**src/common/alsr_pkg.sv**
```systemverilog
// Purpose: Shared constants and types for the application-layer state registers
// Assumes: 200 MHz mclk, byte-wide register accesses from both sides
// Notes:   Offsets are byte addresses in the controller register space
package alsr_pkg;

    ////////////////////////////////////////////////////////////////////////////
    // Address map
    localparam int ADDR_W = 12;
    localparam logic [11:0] OFS_REQ_LO   = 12'h0120;
    localparam logic [11:0] OFS_REQ_HI   = 12'h0121;
    localparam logic [11:0] OFS_STAT_LO  = 12'h0130;
    localparam logic [11:0] OFS_STAT_HI  = 12'h0131;
    localparam logic [11:0] OFS_CODE_LO  = 12'h0134;
    localparam logic [11:0] OFS_CODE_HI  = 12'h0135;
    localparam logic [11:0] OFS_RUN_OVR  = 12'h0138;
    localparam logic [11:0] OFS_ERR_OVR  = 12'h0139;
    localparam logic [11:0] OFS_IF_SEL   = 12'h0140;

    ////////////////////////////////////////////////////////////////////////////
    // Field layout
    localparam int STATE_W      = 4;
    localparam int REQ_ACK_BIT  = 4;
    localparam int REQ_ID_BIT   = 5;
    localparam int STAT_ERR_BIT = 4;
    localparam int STAT_ID_BIT  = 5;
    localparam int LAMP_EN_BIT  = 4;

    localparam logic [3:0] ST_INIT   = 4'h1;
    localparam logic [3:0] ST_PRE_OPERATIONAL_STATE  = 4'h2;
    localparam logic [3:0] ST_BOOT   = 4'h3;
    localparam logic [3:0] ST_SAFE_OPERATIONAL_STATE = 4'h4;
    localparam logic [3:0] ST_OP     = 4'h8;

    localparam logic [3:0] LAMP_OFF     = 4'h0;
    localparam logic [3:0] LAMP_FLASH1  = 4'h1;
    localparam logic [3:0] LAMP_BLINK   = 4'hD;
    localparam logic [3:0] LAMP_FLICKER = 4'hE;
    localparam logic [3:0] LAMP_ON      = 4'hF;

    localparam logic [7:0]  IF_SEL_RESET = 8'h00;
    localparam logic [15:0] CODE_RESET   = 16'h0000;
    localparam logic [3:0]  STATE_RESET  = 4'h1;

    ////////////////////////////////////////////////////////////////////////////
    // Lamp timing; pattern lengths below are in units of one lamp tick
    localparam int CLK_PERIOD_NS    = 5;
    localparam int LAMP_TICK_MS     = 50;
    localparam int LAMP_TICK_CYCLES = LAMP_TICK_MS * 1000000 / CLK_PERIOD_NS;
    localparam int BLINK_HALF       = 4;
    localparam int FLICKER_HALF     = 1;
    localparam int FLASH_ON         = 4;
    localparam int FLASH_SLOT       = 8;
    localparam int FLASH_PAUSE      = 20;

    ////////////////////////////////////////////////////////////////////////////
    // Types
    typedef struct packed {
        logic              wr;
        logic              rd;
        logic [11:0]       addr;
        logic [7:0]        wdata;
    } alsr_bus_s;

    typedef enum {LOCK_OPEN, LOCK_HELD} alsr_lock_e;

    function automatic logic isValidState(input logic [3:0] st);
        return (st == ST_INIT) || (st == ST_PRE_OPERATIONAL_STATE) || (st == ST_BOOT)
            || (st == ST_SAFE_OPERATIONAL_STATE) || (st == ST_OP);
    endfunction

endpackage

```
**src/rtl/alsr_lamp_gen.sv**
```systemverilog
// Purpose: Turns a 4-bit lamp code into an on/off lamp drive
// Assumes: tick is a one-cycle enable once per lamp time unit
// Notes:   Pattern restarts whenever the code changes
`timescale 1ns/100ps
module alsr_lamp_gen
(
    // Clock and reset
    input  wire logic        mclk,
    input  wire logic        rstn,
    // Pattern control
    input  wire logic        tick,
    input  wire logic [3:0]  code,
    // Lamp drive
    output logic             lampOut
);

    logic [7:0] phase_q;
    logic [3:0] codePrev_q;
    logic [7:0] flashLen;
    logic [7:0] period;
    logic       lamp_d;

    always_comb
    begin
        flashLen = 8'(code) * 8'(alsr_pkg::FLASH_SLOT);
        case (code)
            alsr_pkg::LAMP_BLINK:   period = 8'(2 * alsr_pkg::BLINK_HALF);
            alsr_pkg::LAMP_FLICKER: period = 8'(2 * alsr_pkg::FLICKER_HALF);
            alsr_pkg::LAMP_OFF:     period = 8'h01;
            alsr_pkg::LAMP_ON:      period = 8'h01;
            default:                period = flashLen + 8'(alsr_pkg::FLASH_PAUSE);
        endcase
    end

    // Phase restarts on a new code so a flash count always begins cleanly
    always_ff @(posedge mclk or negedge rstn)
    begin
        if (!rstn)
        begin
            phase_q    <= 8'h00;
            codePrev_q <= 4'h0;
        end
        else
        begin
            codePrev_q <= code;
            if (code != codePrev_q)
                phase_q <= 8'h00;
            else if (tick)
                phase_q <= (phase_q + 8'h01 >= period) ? 8'h00 : phase_q + 8'h01;
        end
    end

    always_comb
    begin
        case (code)
            alsr_pkg::LAMP_OFF:     lamp_d = 1'b0;
            alsr_pkg::LAMP_ON:      lamp_d = 1'b1;
            alsr_pkg::LAMP_BLINK:   lamp_d = phase_q < 8'(alsr_pkg::BLINK_HALF);
            alsr_pkg::LAMP_FLICKER: lamp_d = phase_q < 8'(alsr_pkg::FLICKER_HALF);
            default:
                lamp_d = (phase_q < flashLen)
                      && (8'(phase_q % 8'(alsr_pkg::FLASH_SLOT)) < 8'(alsr_pkg::FLASH_ON));
        endcase
    end

    always_ff @(posedge mclk or negedge rstn)
    begin
        if (!rstn)
            lampOut <= 1'b0;
        else
            lampOut <= lamp_d;
    end

endmodule

```
**src/rtl/alsr_regs.sv**
```systemverilog
// Purpose: Application-layer state, reason code, lamp override and interface select registers
// Assumes: Network and host accesses are single-cycle byte strobes on mclk
// Notes:   Read data appear one cycle after the read strobe; unmapped reads return zero
`timescale 1ns/100ps
// Operation
// - Request codes 1,2,3,4,8 name the states
// - Network request bit 4 acknowledges error
// - Request bit 5 asks for identification
// - Network write locks until host acknowledges
// - Request register writable right after reset
// - Either request byte releases the lock
// - Emulation accepts every write, copies to actual
// - Read-acknowledge: host read clears host event
// - Write-acknowledge: host write clears, data ignored
// - Actual state encoding, network read-only
// - Error flag for failed or local change
// - Actual bit 5 shows identification loaded
// - Host writes actual only without emulation
// - Network read of actual clears network event
// - Reason code: network reads, host writes
// - Lamp codes off, flash, blink, flicker, on
// - Override bit selects override lamp code
// - Valid state change drops run override
// - New error drops fault override
// - Interface select read-only, loaded from config
// - Emulation bit selects who sets actual
// - Configuration bit selects acknowledge by write
module alsr_regs
#(
    parameter int unsigned TICK_CYCLES = alsr_pkg::LAMP_TICK_CYCLES
)
(
    // Clock and reset
    input  wire logic                mclk,
    input  wire logic                resetn,
    // Network side register access
    input  wire alsr_pkg::alsr_bus_s netReq,
    output logic [7:0]               netRdata,
    // Host side register access
    input  wire alsr_pkg::alsr_bus_s hostReq,
    output logic [7:0]               hostRdata,
    // Configuration from neighbouring registers
    input  wire logic                emulationOn,
    input  wire logic                writeAckOn,
    input  wire logic                ifSelLoad,
    input  wire logic [7:0]          ifSelData,
    // Device events
    input  wire logic                errorEvent,
    // Event request side effects
    output logic                     alReqEvent,
    output logic                     hostEvtClr,
    output logic                     netEvtClr,
    // Lamps
    output logic                     runLamp,
    output logic                     errLamp
);

    ////////////////////////////////////////////////////////////////////////////
    // Reset release
    logic [1:0] rstPipe_q;
    logic       rstn;

    always_ff @(posedge mclk or negedge resetn)
    begin
        if (!resetn)
            rstPipe_q <= 2'b00;
        else
            rstPipe_q <= {rstPipe_q[0], 1'b1};
    end
    assign rstn = rstPipe_q[1];

    ////////////////////////////////////////////////////////////////////////////
    // Registers
    alsr_pkg::alsr_lock_e lock_q;
    logic [5:0]  req_q;
    logic [3:0]  state_q;
    logic [3:0]  state_d;
    logic        errInd_q;
    logic        errInd_d;
    logic        idLoaded_q;
    logic        idLoaded_d;
    logic [15:0] reasonCode_q;
    logic        runEn_q;
    logic [3:0]  runCode_q;
    logic        errEn_q;
    logic [3:0]  errCode_q;
    logic [7:0]  ifSel_q;

    ////////////////////////////////////////////////////////////////////////////
    // Decode
    logic netReqHit;
    logic netAccept;
    logic hostReqHit;
    logic hostRelease;
    logic hostStatWr;
    logic stateChange;
    logic newError;
    logic [3:0] runEff;
    logic [3:0] errEff;
    logic [3:0] runNormal;

    assign netReqHit  = netReq.wr
                     && (netReq.addr == alsr_pkg::OFS_REQ_LO || netReq.addr == alsr_pkg::OFS_REQ_HI);
    assign hostReqHit = hostReq.addr == alsr_pkg::OFS_REQ_LO
                     || hostReq.addr == alsr_pkg::OFS_REQ_HI;
    // Acknowledge kind follows the write-acknowledge configuration bit
    assign hostRelease = hostReqHit
                      && (writeAckOn ? hostReq.wr : hostReq.rd);
    // Emulation bypasses the mailbox lock entirely
    assign netAccept  = netReqHit
                     && (emulationOn || lock_q == alsr_pkg::LOCK_OPEN);
    assign hostStatWr = hostReq.wr && !emulationOn
                     && hostReq.addr == alsr_pkg::OFS_STAT_LO;

    ////////////////////////////////////////////////////////////////////////////
    // Mailbox lock on the request register
    always_ff @(posedge mclk or negedge rstn)
    begin
        if (!rstn)
            lock_q <= alsr_pkg::LOCK_OPEN;
        else
        begin
            case (lock_q)
                alsr_pkg::LOCK_OPEN:
                    if (netAccept && !emulationOn)
                        lock_q <= alsr_pkg::LOCK_HELD;
                alsr_pkg::LOCK_HELD:
                    if (emulationOn || hostRelease)
                        lock_q <= alsr_pkg::LOCK_OPEN;
                default:
                    lock_q <= alsr_pkg::LOCK_OPEN;
            endcase
        end
    end

    // Host writes never alter the stored request
    always_ff @(posedge mclk or negedge rstn)
    begin
        if (!rstn)
            req_q <= 6'h00;
        else if (netAccept && netReq.addr == alsr_pkg::OFS_REQ_LO)
            req_q <= netReq.wdata[5:0];
    end

    ////////////////////////////////////////////////////////////////////////////
    // Actual state
    always_comb
    begin
        state_d    = state_q;
        errInd_d   = errInd_q;
        idLoaded_d = idLoaded_q;
        if (emulationOn && netAccept && netReq.addr == alsr_pkg::OFS_REQ_LO)
        begin
            state_d    = netReq.wdata[3:0];
            idLoaded_d = netReq.wdata[alsr_pkg::REQ_ID_BIT];
            errInd_d   = 1'b0;
        end
        else if (hostStatWr)
        begin
            state_d    = hostReq.wdata[3:0];
            errInd_d   = hostReq.wdata[alsr_pkg::STAT_ERR_BIT];
            idLoaded_d = hostReq.wdata[alsr_pkg::STAT_ID_BIT];
        end
        if (netAccept && netReq.addr == alsr_pkg::OFS_REQ_LO
            && netReq.wdata[alsr_pkg::REQ_ACK_BIT])
            errInd_d = 1'b0;
        // A fresh error outranks an acknowledge in the same cycle
        if (errorEvent)
            errInd_d = 1'b1;
    end

    assign stateChange = state_d != state_q && alsr_pkg::isValidState(state_d);
    assign newError    = errInd_d && !errInd_q;

    always_ff @(posedge mclk or negedge rstn)
    begin
        if (!rstn)
        begin
            state_q    <= alsr_pkg::STATE_RESET;
            errInd_q   <= 1'b0;
            idLoaded_q <= 1'b0;
        end
        else
        begin
            state_q    <= state_d;
            errInd_q   <= errInd_d;
            idLoaded_q <= idLoaded_d;
        end
    end

    ////////////////////////////////////////////////////////////////////////////
    // Reason code, host writable only
    always_ff @(posedge mclk or negedge rstn)
    begin
        if (!rstn)
            reasonCode_q <= alsr_pkg::CODE_RESET;
        else if (hostReq.wr && hostReq.addr == alsr_pkg::OFS_CODE_LO)
            reasonCode_q[7:0] <= hostReq.wdata;
        else if (hostReq.wr && hostReq.addr == alsr_pkg::OFS_CODE_HI)
            reasonCode_q[15:8] <= hostReq.wdata;
    end

    ////////////////////////////////////////////////////////////////////////////
    // Lamp overrides; network write wins a same-cycle collision, hardware clear wins over both
    always_ff @(posedge mclk or negedge rstn)
    begin
        if (!rstn)
        begin
            runEn_q   <= 1'b0;
            runCode_q <= alsr_pkg::LAMP_OFF;
        end
        else
        begin
            if (netReq.wr && netReq.addr == alsr_pkg::OFS_RUN_OVR)
                {runEn_q, runCode_q} <= netReq.wdata[4:0];
            else if (hostReq.wr && hostReq.addr == alsr_pkg::OFS_RUN_OVR)
                {runEn_q, runCode_q} <= hostReq.wdata[4:0];
            if (stateChange)
                runEn_q <= 1'b0;
        end
    end

    always_ff @(posedge mclk or negedge rstn)
    begin
        if (!rstn)
        begin
            errEn_q   <= 1'b0;
            errCode_q <= alsr_pkg::LAMP_OFF;
        end
        else
        begin
            if (netReq.wr && netReq.addr == alsr_pkg::OFS_ERR_OVR)
                {errEn_q, errCode_q} <= netReq.wdata[4:0];
            else if (hostReq.wr && hostReq.addr == alsr_pkg::OFS_ERR_OVR)
                {errEn_q, errCode_q} <= hostReq.wdata[4:0];
            if (newError)
                errEn_q <= 1'b0;
        end
    end

    always_comb
    begin
        case (state_q)
            alsr_pkg::ST_PRE_OPERATIONAL_STATE:  runNormal = alsr_pkg::LAMP_BLINK;
            alsr_pkg::ST_BOOT:   runNormal = alsr_pkg::LAMP_FLICKER;
            alsr_pkg::ST_SAFE_OPERATIONAL_STATE: runNormal = alsr_pkg::LAMP_FLASH1;
            alsr_pkg::ST_OP:     runNormal = alsr_pkg::LAMP_ON;
            default:             runNormal = alsr_pkg::LAMP_OFF;
        endcase
    end

    assign runEff = runEn_q ? runCode_q : runNormal;
    assign errEff = errEn_q ? errCode_q
                  : (errInd_q ? alsr_pkg::LAMP_BLINK : alsr_pkg::LAMP_OFF);

    ////////////////////////////////////////////////////////////////////////////
    // Interface select, loaded by the configuration loader only
    always_ff @(posedge mclk or negedge rstn)
    begin
        if (!rstn)
            ifSel_q <= alsr_pkg::IF_SEL_RESET;
        else if (ifSelLoad)
            ifSel_q <= ifSelData;
    end

    ////////////////////////////////////////////////////////////////////////////
    // Read path; override bytes show the code actually driving the lamp
    function automatic logic [7:0] readByte(input logic [11:0] addr);
        case (addr)
            alsr_pkg::OFS_REQ_LO:  readByte = {2'b00, req_q};
            alsr_pkg::OFS_STAT_LO: readByte = {2'b00, idLoaded_q, errInd_q, state_q};
            alsr_pkg::OFS_CODE_LO: readByte = reasonCode_q[7:0];
            alsr_pkg::OFS_CODE_HI: readByte = reasonCode_q[15:8];
            alsr_pkg::OFS_RUN_OVR: readByte = {3'b000, runEn_q, runEff};
            alsr_pkg::OFS_ERR_OVR: readByte = {3'b000, errEn_q, errEff};
            alsr_pkg::OFS_IF_SEL:  readByte = ifSel_q;
            default:               readByte = 8'h00;
        endcase
    endfunction

    always_ff @(posedge mclk or negedge rstn)
    begin
        if (!rstn)
        begin
            netRdata  <= 8'h00;
            hostRdata <= 8'h00;
        end
        else
        begin
            netRdata  <= netReq.rd ? readByte(netReq.addr) : 8'h00;
            hostRdata <= hostReq.rd ? readByte(hostReq.addr) : 8'h00;
        end
    end

    always_ff @(posedge mclk or negedge rstn)
    begin
        if (!rstn)
        begin
            alReqEvent <= 1'b0;
            hostEvtClr <= 1'b0;
            netEvtClr  <= 1'b0;
        end
        else
        begin
            alReqEvent <= netAccept;
            hostEvtClr <= hostRelease;
            netEvtClr  <= netReq.rd && (netReq.addr == alsr_pkg::OFS_STAT_LO
                                     || netReq.addr == alsr_pkg::OFS_STAT_HI);
        end
    end

    ////////////////////////////////////////////////////////////////////////////
    // Lamp tick divider and pattern generators
    localparam int TICK_W = $clog2(TICK_CYCLES + 1);
    logic [TICK_W-1:0] tickCnt_q;
    logic              tick;

    assign tick = tickCnt_q == TICK_W'(TICK_CYCLES - 1);

    always_ff @(posedge mclk or negedge rstn)
    begin
        if (!rstn)
            tickCnt_q <= '0;
        else
            tickCnt_q <= tick ? '0 : tickCnt_q + 1'b1;
    end

    alsr_lamp_gen uRunLamp (.mclk(mclk), .rstn(rstn), .tick(tick), .code(runEff),
                            .lampOut(runLamp));
    alsr_lamp_gen uErrLamp (.mclk(mclk), .rstn(rstn), .tick(tick), .code(errEff),
                            .lampOut(errLamp));
endmodule

```
**config.mk**
```make
export PLATFORM = sky130hd
export DESIGN_NAME = alsr_regs
export DESIGN_NICKNAME = d
export VERILOG_FILES = /design/src/common/alsr_pkg.sv /design/src/rtl/alsr_lamp_gen.sv /design/src/rtl/alsr_regs.sv
export SDC_FILE = /design/constraint.sdc
export NUM_CORES = 1
export LEC_CHECK = 0
export BUFFER_PORTS_ARGS = -buffer_cell sky130_fd_sc_hd__buf_4
export CAP_MARGIN = 30
export CELL_PAD_IN_SITES_DETAIL_PLACEMENT = 1
export CELL_PAD_IN_SITES_GLOBAL_PLACEMENT = 2
export CORE_UTILIZATION = 38
export DETAILED_ROUTE_END_ITERATION = 16
export GPL_TIMING_DRIVEN = 0
export PLACE_DENSITY = 0.91
export RECOVER_POWER = 50
export SLEW_MARGIN = 15
export SYNTH_ARGS = -nofsm -noshare
export SYNTH_HDL_FRONTEND = slang
export SYNTH_HIERARCHICAL = 1
export SYNTH_SLANG_ARGS = --single-unit
```
**constraint.sdc**
```tcl
create_clock -name mclk -period 5.4 [get_ports mclk]
set_clock_uncertainty 0.2 [all_clocks]
set_input_delay 0 -clock mclk [delete_from_list [all_inputs] [get_ports mclk]]
set_output_delay 0 -clock mclk [all_outputs]
set_load 0.01 [all_outputs]
```
== Word-level counts from Yosys, hierarchy flattened ==
Cells that the tools add are included.

* Bits in registers: 149
* Latch bits: 0
* RAM bits: 0
* Memory bits (read-only): 0
* Input port bits: 58
* Word-level logic and storage cells: 168
* Memories: 0

* $add $sub $neg: 5
* $mul: 0
* Divide/modulo/power cells: 0
* Magnitude comparators: 10
* Equality and inequality tests: 39
* Shifts and indexed selects: 0
* Mux-type cells: 41
* Bitwise gates (word level): 1
* Reduce and logical (&&, ||, !) cells: 47

{| class="wikitable"
|+ Operators by type and width
! cell !! number
|-
| == test 12 x 9 -> 1 bit (second input constant) || 17
|-
| one-hot mux 8 bit (7 select lines) || 2
|-
| logical NOT 32 bit || 2
|-
| 2-to-1 mux 32 bit || 2
|-
| 2-to-1 mux 8 bit || 8
|-
| one-hot mux 32 bit (2 select lines) || 1
|-
| one-hot mux 8 bit (3 select lines) || 2
|-
| 2-to-1 mux 4 bit || 9
|-
| == test 32 x 1 -> 1 bit (second input constant) || 1
|-
| == test 4 bit (second input constant) || 8
|-
| adder 24 x 1 -> 24 bit (second input constant) || 1
|-
| == test 24 bit (second input constant) || 1
|-
| 2-to-1 mux 24 bit || 1
|-
| logical AND 1 bit || 21
|-
| adder 7 x 5 -> 8 bit (second input constant) || 2
|-
| adder 8 x 1 -> 8 bit (second input constant) || 2
|-
| == test 4 x 2 -> 1 bit (second input constant) || 4
|-
| >= comparator 8 bit || 2
|-
| less-than comparator 8 x 1 -> 1 bit (second input constant) || 2
|-
| less-than comparator 8 x 3 -> 1 bit (second input constant) || 2
|-
| less-than comparator 8 x 7 -> 1 bit || 2
|-
| one-hot mux 4 bit (4 select lines) || 1
|-
| 2-to-1 mux 1 bit || 13
|-
| != test 4 bit || 3
|-
| 13 further kinds || 34
|}

== Longest topological paths before layout ==
Gate-level depths: netlist (run 1).

* Depth after elaboration: 14
* Depth in mapped cells: 15
* Gate-level depth less buffers: 13

== Cells and area by module ==
Netlist (run 1), hierarchy kept.

{| class="wikitable"
|+ By module, submodules not included
! module !! times used !! cells each !! area each (µm²) !! seq. area each (µm²)
|-
| alsr_regs || 1 || 466 || 4909.7 || 2303.5
|-
| alsr_lamp_gen || 2 || 105 || 987.2 || 325.3
|}

== Worst setup path before layout (run 1) ==
No wires, ideal clock.

* Kind: register to register
* Start: register state_q[0]
* End: register uRunLamp.phase_q[0]
* Arrival time: 3146 ps
* Data required time: 5075 ps
* Slack: 1930 ps
* Stages on the path, launching flop included: 12
* Buffers on the path: 1
* Clock period less this slack: 3470 ps
* Cell sequence: dfstp_2 > clkbuf_1 > a21oi_1 > o31ai_1 > ha_1 > xor2_1 > nand2_1 > ha_1 > nand4_1 > nor3_1 > nor2_4 > mux2_2

* Word-level cells in the longest chain between the ends: 10
* Elaborated cells between the ends (all ways): 19
* Classes of those cells: add/sub: 1; order compare: 1; eq/ne: 8; mux: 6; reduce/logical: 3

{| class="wikitable"
|+ RTL lines
! what !! line !! RTL
|-
| start: declaration || alsr_regs.sv:76 || <nowiki>logic [3:0] state_q;</nowiki>
|-
| start signal: assignment || alsr_regs.sv:179 || <nowiki>state_q <= alsr_pkg::STATE_RESET;</nowiki>
|-
| start signal: assignment || alsr_regs.sv:185 || <nowiki>state_q <= state_d;</nowiki>
|-
| == test 4 bit (tied with other cells) || alsr_regs.sv:243 || <nowiki>case (state_q)</nowiki>
|-
| one-hot mux 4 bit (4 select lines) (*) || alsr_regs.sv:243 ||
|-
| 2-to-1 mux 4 bit (*) || alsr_regs.sv:252 || <nowiki>assign runEff = runEn_q ? runCode_q : runNormal;</nowiki>
|-
| net runEff[1] || alsr_regs.sv:98 || <nowiki>logic [3:0] runEff;</nowiki>
|-
| branches (longest 7 deep; another with adder 7 x 5 -> 8 bit) || n/a ||
|-
| end signal: assignment || alsr_lamp_gen.sv:49 || <nowiki>phase_q <= (phase_q + 8'h01 >= period) ? 8'h00 : phase_q + 8'h01;</nowiki>
|-
| end: declaration || alsr_lamp_gen.sv:17 || <nowiki>logic [7:0] phase_q;</nowiki>
|}

Mark *: on every way through the listed nets, which the timed path passes. The select of a mux whose other input is x is not followed.
A chain may end at the register's enable or synchronous reset.

== Worst setup path after layout (run 1) ==
Ends and elaborated chain as after synthesis.

==> results of run 1 <==
-- flip-flops by register name, summed over array words and instances (netlist names), 6 cells and up --
register / flops
ifSel_q: 8
reasonCode_q: 16
netRdata: 8
uErrLamp/phase_q: 8
req_q: 6
tickCnt_q: 24
hostRdata: 8
uRunLamp/phase_q: 8
-- area by class of cell --
cell class	count	area (sq um)	area share, %
Sequential cell	118	2954	33.46
Inverter	23	86.33	0.9779
Timing Repair Buffer	133	1081	12.24
Buffer	23	103.9	1.176
Clock buffer	17	425.4	4.819
Multi-Input combinational cell	512	3750	42.47
Clock inverter	15	146.4	1.658
Tap cell	225	281.5	3.189
-- power by group through the flow --
stage | Combinational (mW) | Clock, mW | Sequential [mW]
floorplan | 0.0563 | 0 | 0.927
global placement | 0.109 | 0 | 0.934
detailed placement | 0.131 | 0 | 0.922
CTS | 0.164 | 1.12 | 0.906
global route | 0.178 | 1.16 | 0.906
finish | 0.165 | 1.10 | 0.905
-- repair_timing --
item | CTS | global route
hold endpoints to repair | 64 | 0
buffers inserted | 0 | 0
hold buffers | 59 | 0
-- logic make-up (layout without fill, tap and decap cells) --
logic type | after synthesis | in the layout | synth area share [%]
simple gates | 247 | 247 | 19.59
other cells | 3 | 3 | 0.1636
compound gates | 121 | 121 | 13.18
fa+ha+maj | 29 | 29 | 5.271
flops | 118 | 118 | 42.91
mux | 63 | 63 | 9.887
buf+inv | 46 | 211 | 2.763
xor+xnor | 49 | 49 | 6.234
-- final timing paths --
check / startpoint / end / slack (ns) / depth (start not counted)
worst min register to register: rstPipe_q[0]$_DFF_PN0_ / rstPipe_q[1]$_DFF_PN0_ / 0.16 / 0
worst max register to register: state_q[0]$_DFF_PN1_ / uRunLamp/phase_q[0]$_DFFE_PN0P_ / 1.44 / 13
worst max-delay path: state_q[0]$_DFF_PN1_ / uRunLamp/phase_q[0]$_DFFE_PN0P_ / 1.44 / 13
min in group asynchronous: rstPipe_q[1]$_DFF_PN0_ / uRunLamp/phase_q[2]$_DFFE_PN0P_ / 0.21 / 0
worst min-delay path: hostReq[17] / state_q[1]$_DFF_PN0_ / 0.04 / 5
max in group asynchronous: rstPipe_q[1]$_DFF_PN0_ / reasonCode_q[1]$_DFFE_PN0P_ / 2.09 / 1
-- cells in the final DEF (no fill, tap or decap), drive strengths merged, types with 12 or more instances in the layout --
cell type	n
dfrtp	117
nand3	24
nor3	16
clkbuf	54
nand4	12
buf	60
ha	29
mux2i	23
inv	35
a21oi	32
dlygate4sd3	59
nor2b	13
nand2b	15
a22o	12
xor2	18
a222oi	13
xnor2	31
nor2	57
nand2	64
mux2	40
o21ai	13
-- metal layers --
layer | up-vias | track usage, % | part of all wire, %
met5 | - | 0 | 0
met4 | 0 | 11.67 | 3.8
met3 | 60 | 4.889 | 4.0
met2 | 194 | 45.57 | 52
met1 | 3030 | 27.39 | 40
li1 | 2772 | - | -
-- critical path, delay by kind of cell (launching register included) --
kind / cells / cell delay (ns)
and+or+nand+nor: 6 / 1.21
AOI/OAI and AO/OA: 3 / 0.91
buffers and inverters: 2 / 0.64
DFF: 1 / 0.51
adders and majority gates: 1 / 0.24
muxes: 1 / 0.18
-- per-stage QoR --
stage / instance area (sq um) / hold slack [ns] / power (mW) / setup slack, ns
floorplan: 6884 / -0.4956 / 0.9831 / 1.671
global placement: 7699 / -0.4177 / 1.043 / 0.4405
detailed placement: 7765 / -0.4160 / 1.053 / 1.432
CTS: 8927 / 0.01603 / 2.191 / 1.431
global route: 8828 / 0.05859 / 2.242 / 1.110
finish: 8828 / 0.04013 / 2.175 / 1.438
==> key figures, run 1 <==
Pwr
  – Gate power share: 7.6%
  – Leakage: 4.013 nW
  – Worst VDD drop: about 0.32 mV
  – Switching share of power: 26.97%
  – Internal: 1.588 mW
  – Share of power burned in registers: 41.6%
  – P_sw: a little under 0.6 mW
  – Pwr Density: 246.4 nW/um^2
  – Clock network fraction of total power: 50.8%

STA
  – RSZ-0062 raised after global routing: false
  – Least-Margin Pin Slew: 2.336 ns
  – Pins Over Slew Limit: 40
  – Setup TNS: 0 ns
  – Final period util: 73.38%
  – Minimum clock period: 3.963 ns
  – Worst slew margin: -55.72%
  – Maximum clock rate: 0.2524 GHz
  – Finish-stage setup viols: 0
  – Endpoints failing hold: 0

Global routing
  – Initial antenna violation count: 0
  – Total grt overflow: 0
  – Vias in the first global route: 6791
  – First-pass GRT wire length: 35270 um
  – Gr usage total: 24.86%
  – Largest net degree at the start of global routing: 55

Yosys
  – #FFs+latches synth: 118
  – Async S/R FF share, synth: 100.0%
  – Sequential share of the synthesized area: 42.91%
  – Synth area leader: dfrtp_1
  – Ranking of synthesized cells by area: dfrtp_1 (43%), ha_1 (5.3%), xnor2_1 (3.9%)
  – Yosys top cell area share: 42.53%
  – Synth warn: 6
  – Most common cell in the synthesized netlist: dfrtp_1
  – Post-synthesis average cell area: 10.18 sq um
  – Synth unique cells: 71
  – Most frequent cells after synthesis: dfrtp_1 (117), nand2_1 (63), nor2_1 (55)
  – Mapped Area: 6884 sq um
  – EDFF count, synth: 0
  – Top FF cell, synth: dfrtp_1
  – Post-Syn Nets: 763
  – Mapped Cells: 676

Routing
  – DRT iter0 DRCs: 408
  – Remaining DRCs: 0
  – First-pass DRT Iterations: 6
  – WL final: about 22000 um
  – DRT antenna net count: 0
  – Routed vias/inst: 5.681
  – DR vias: 6056
  – WL/cell: between 20 and 25 um

Placement
  – Gpl congestion: ~0.88
  – Port Buffers: 71
  – DP HPWL: 14970 um
  – Post-Place Cells: 975

Job
  – # Max-Cap Violations: 1

Clock tree
  – Cts repair resizes: 0
  – CTS Buffer Depth: 2
  – H-tree Lvls: 4
  – CTS Buf Count: 17
  – CTS clk-pin slew, worst paths: 0.06 ns
  – CTS sink cnt: around 120
  – CTS root buffer: clkbuf_16
  – CTS tree: done
  – Clock latency on the worst-skew pair: 0.43 ns

Critical path
  – Arr. time, crit path: 4.12 ns
  – Slowest CP cell: dfstp_2
  – Worst path required time: 5.56 ns
  – Most used cell, CP: clkbuf_1
  – Worst setup EP type: register
  – Worst path max stage delay: 0.51 ns
  – Critical Path Source Type: register
  – Crit-path cells: clkbuf_1 -> nor3b_1 -> o21ai_0 -> nand2_1 -> clkbuf_1 -> nor4_1 -> o21bai_1 -> ha_1 -> nand2b_1 -> a2111oi_0 -> nor3_1 -> nor2_4 -> mux2_2
  – Crit path max fanout: 8
  – Setup Crit Path Kind: reg -> reg

Layout
  – # fillers: 1936
  – Antenna diodes: 0
  – Non-filler cells, final: around 1100
  – Final net count: 915
  – Layout Utilization: 50.52%
  – Share of cells above drive strength 1: 17.24%
  – Area Growth Syn to Fin: 28.24%

Floorplanning
  – Die height: 136.6 um
  – Die span in x: 136.6 um
  – Row cnt: 48
  – Ports: 79
  – Initial Util: 39.39%
  – Die area: 18660 sq um
  – Floorplan core area: 17480 sq um

Min path
  – Worst min path class: in -> reg

Status
  – Failing checks: max-capacitance violations, max-slew violations
  – Status: finished with violations
(Power assumes the default switching activity.)
==> run 2: changes to the inputs <==
- CORE_UTILIZATION: 38 -> 34
- PLACE_DENSITY: 0.91 -> 0.87
- clock period: 5.4 -> 3.6 ns (I/O delays scaled with it)
==> run 2 against run 1 <==
  * The run now ends clean
  * Final area grew 1.8%
  * Utilization shrank 4.8 points
  * Global-route usage shrank 3.1 points
  * Sequential power increased by 50%
  * Critical path type is now in -> reg
  * Largest cell class unchanged
==> key figures, run 2 (synthesis results as in run 1) <==
STA
  – Maximum clock rate: 0.2931 GHz
  – Finish-stage setup viols: 0
  – Pins Over Slew Limit: 0
  – Least-Margin Pin Slew: 1.093 ns
  – Worst slew margin: between 20% and 30%
  – RSZ-0062 raised after global routing: false
  – Final period util: 94.77%
  – Worst hold slack: 0.03010 ns
  – Endpoints failing hold: 0
  – Minimum clock period: ~3.4 ns

Layout
  – # fillers: around 2300
  – Max reg flops: 24
  – Largest registers: tickCnt_q: 24 flops, reasonCode_q: 16 flops
  – Largest Register: tickCnt_q
  – Most frequent cells in the layout: dfrtp_1 (117), dlygate4sd3_1 (62), nand2_1 (61), buf_4 (55), nor2_1 (52)
  – Final net count: 920
  – Area Growth Syn to Fin: 30.57%
  – Antenna diodes: 0
  – Post-Layout Inst Area: about 9000 sq um
  – Share of cells above drive strength 1: between 10% and 20%
  – Commonest non-fill, non-tap cell in the layout: dfrtp_1

Floorplanning
  – Die height: between 100 and 150 um
  – Initial Util: 35.03%
  – Row cnt: between 50 and 60
  – Die span in x: 144.3 um
  – Ports: 79
  – Floorplan core area: 19650 sq um
  – Die area: 20820 sq um

Global routing
  – First-pass GRT wire length: 34270 um
  – Initial antenna violation count: 0
  – Gr usage total: ~22%
  – Largest net degree at the start of global routing: 52
  – Vias in the first global route: around 6400
  – Total grt overflow: 0

Routing
  – DR vias: 5957
  – DRT iter0 DRCs: 354
  – DRT antenna net count: 0
  – WL/cell: 18.88 um
  – First-pass DRT Iterations: 6
  – WL final: 20980 um
  – Routed vias/inst: 5.362
  – Remaining DRCs: 0

Critical path
  – R2r worst-path depth: 11
  – Stages on worst setup path: 11
  – Worst path max stage delay: 0.58 ns
  – CP endpoint: errCode_q[0]$_DFFE_PN0P_
  – Slowest CP cell: dlygate4sd3_1
  – R2R setup slack: about 0.30 ns
  – Crit-path cells: dlygate4sd3_1 -> buf_4 -> or4b_4 -> dlygate4sd3_1 -> nor2b_1 -> nand2_1 -> nor2_4 -> nand2_1 -> mux2i_1 -> a21oi_1 -> dlygate4sd3_1
  – Worst setup EP type: register
  – Setup Crit Path Kind: in -> reg
  – Worst path required time: between 3 and 4 ns
  – Reg-to-reg endpoint: uErrLamp/phase_q[0]$_DFFE_PN0P_
  – Most used cell, CP: dlygate4sd3_1
  – Crit path max fanout: 6
  – Arr. time, crit path: ~3.5 ns
  – R2R Path Start: errEn_q$_DFFE_PN0P_
  – Crit-path leading delay family: buffers and inverters
  – Critical path origin: hostReq[17]
  – WP buf/inv: 4
  – Critical Path Source Type: input port

Placement
  – DP HPWL: around 15000 um
  – Port Buffers: roughly 70
  – Placed cell area: just under 8000 sq um
  – Gpl congestion: 0.8061

Clock tree
  – CTS tree: done
  – CTS clk-pin slew, worst paths: 0.06 ns
  – CTS Buf Count: 17
  – CTS sink cnt: 118
  – H-tree Lvls: 4
  – CTS root buffer: clkbuf_16
  – CTS Buffer Depth: 2
  – Clock latency on the worst-skew pair: ~0.42 ns

Job
  – # Max-Cap Violations: 0

Status
  – Status: finished clean

Pwr
  – Worst VDD drop: 0.2898 mV
  – Leakage: 4.056 nW
  – Pwr Density: 365.2 nW/um^2

Min path
  – Worst min path class: in -> reg
run 2: worst register-to-register path, cell delays in order, from the launching register on:
cell and delay, ns:
dfrtp_1 0.46, nand2b_1 0.23, nand2_1 0.17, clkbuf_1 0.25
nor4_2 0.37, o21bai_1 0.17, ha_1 0.24, nand2b_1 0.15
a2111oi_1 0.49, nor3_2 0.13, nor2_4 0.19, mux2_2 0.18
run 2: final cells by class:
| class | count | area [sq um] | area share, % |
|---|---|---|---|
| timing repair buffer | 142 | 1137 | 12.65 |
| clock buffer | 19 | 442.9 | 4.928 |
| sequential | 118 | 2954 | 32.86 |
| tap | 265 | 331.6 | 3.689 |
| multi-input combinational | 512 | 3815 | 42.44 |
| buffer | 19 | 88.84 | 0.9883 |
| inverter | 23 | 86.33 | 0.9605 |
| clock inverter | 13 | 132.6 | 1.475 |
run 2: worst min path at each step:
| stage | to | slack, ns | from | cells after the start |
|---|---|---|---|---|
| floorplan | rstPipe_q[0]$_DFF_PN0_ | -0.50 | resetn | 0 |
| global placement | rstPipe_q[0]$_DFF_PN0_ | -0.41 | resetn | 1 |
| global route | hostRdata[4]$_DFF_PN0_ | 0.06 | hostReq[8] | 5 |
| finish | idLoaded_q$_DFFE_PN0P_ | 0.03 | netReq[8] | 5 |
| detailed placement | rstPipe_q[0]$_DFF_PN0_ | -0.41 | resetn | 1 |
| CTS | idLoaded_q$_DFFE_PN0P_ | 0.02 | netReq[8] | 5 |
run 2: timing repair:
item / 4_1_cts / 5_1_grt
endpoints found under the setup margin: 8 / 20
pin swaps: 0 / 3
hold buffers: 62 / 0
gates resized for setup: 4 / 12
endpoints found under the hold margin: 62 / 0
setup buffers: 0 / 6
run 2: per-layer routing:
layer	up-vias	global-route usage (%)	wire length, um
met5	-	0	0
met4	0	7.590	331
met3	26	4.007	847
met2	159	36.23	10130
met1	3001	28.08	9671
li1	2771	-	-
run 2: report_power, final:
part	switching [mW]	total (mW)	internal [mW]
Clock	0.646	1.68	1.03
Sequential	0.0190	1.36	1.34
Combinational	0.124	0.247	0.123
run 2: through the flow:
stage          total power [mW]  TNS, ns  setup slack (ns)  util [%]  cells
2_1_floorplan             1.475        0            0.1297         -    676
3_3_place_gp              1.570   -6.315           -0.8658     39.43   1012
3_5_place_dp              1.582   -2.808           -0.4241     39.80   1015
4_1_cts                   3.308        0          0.004212     45.95   1106
5_1_grt                   3.382        0           0.02530     45.73   1111
6_report                  3.282        0            0.1881     45.73   1111
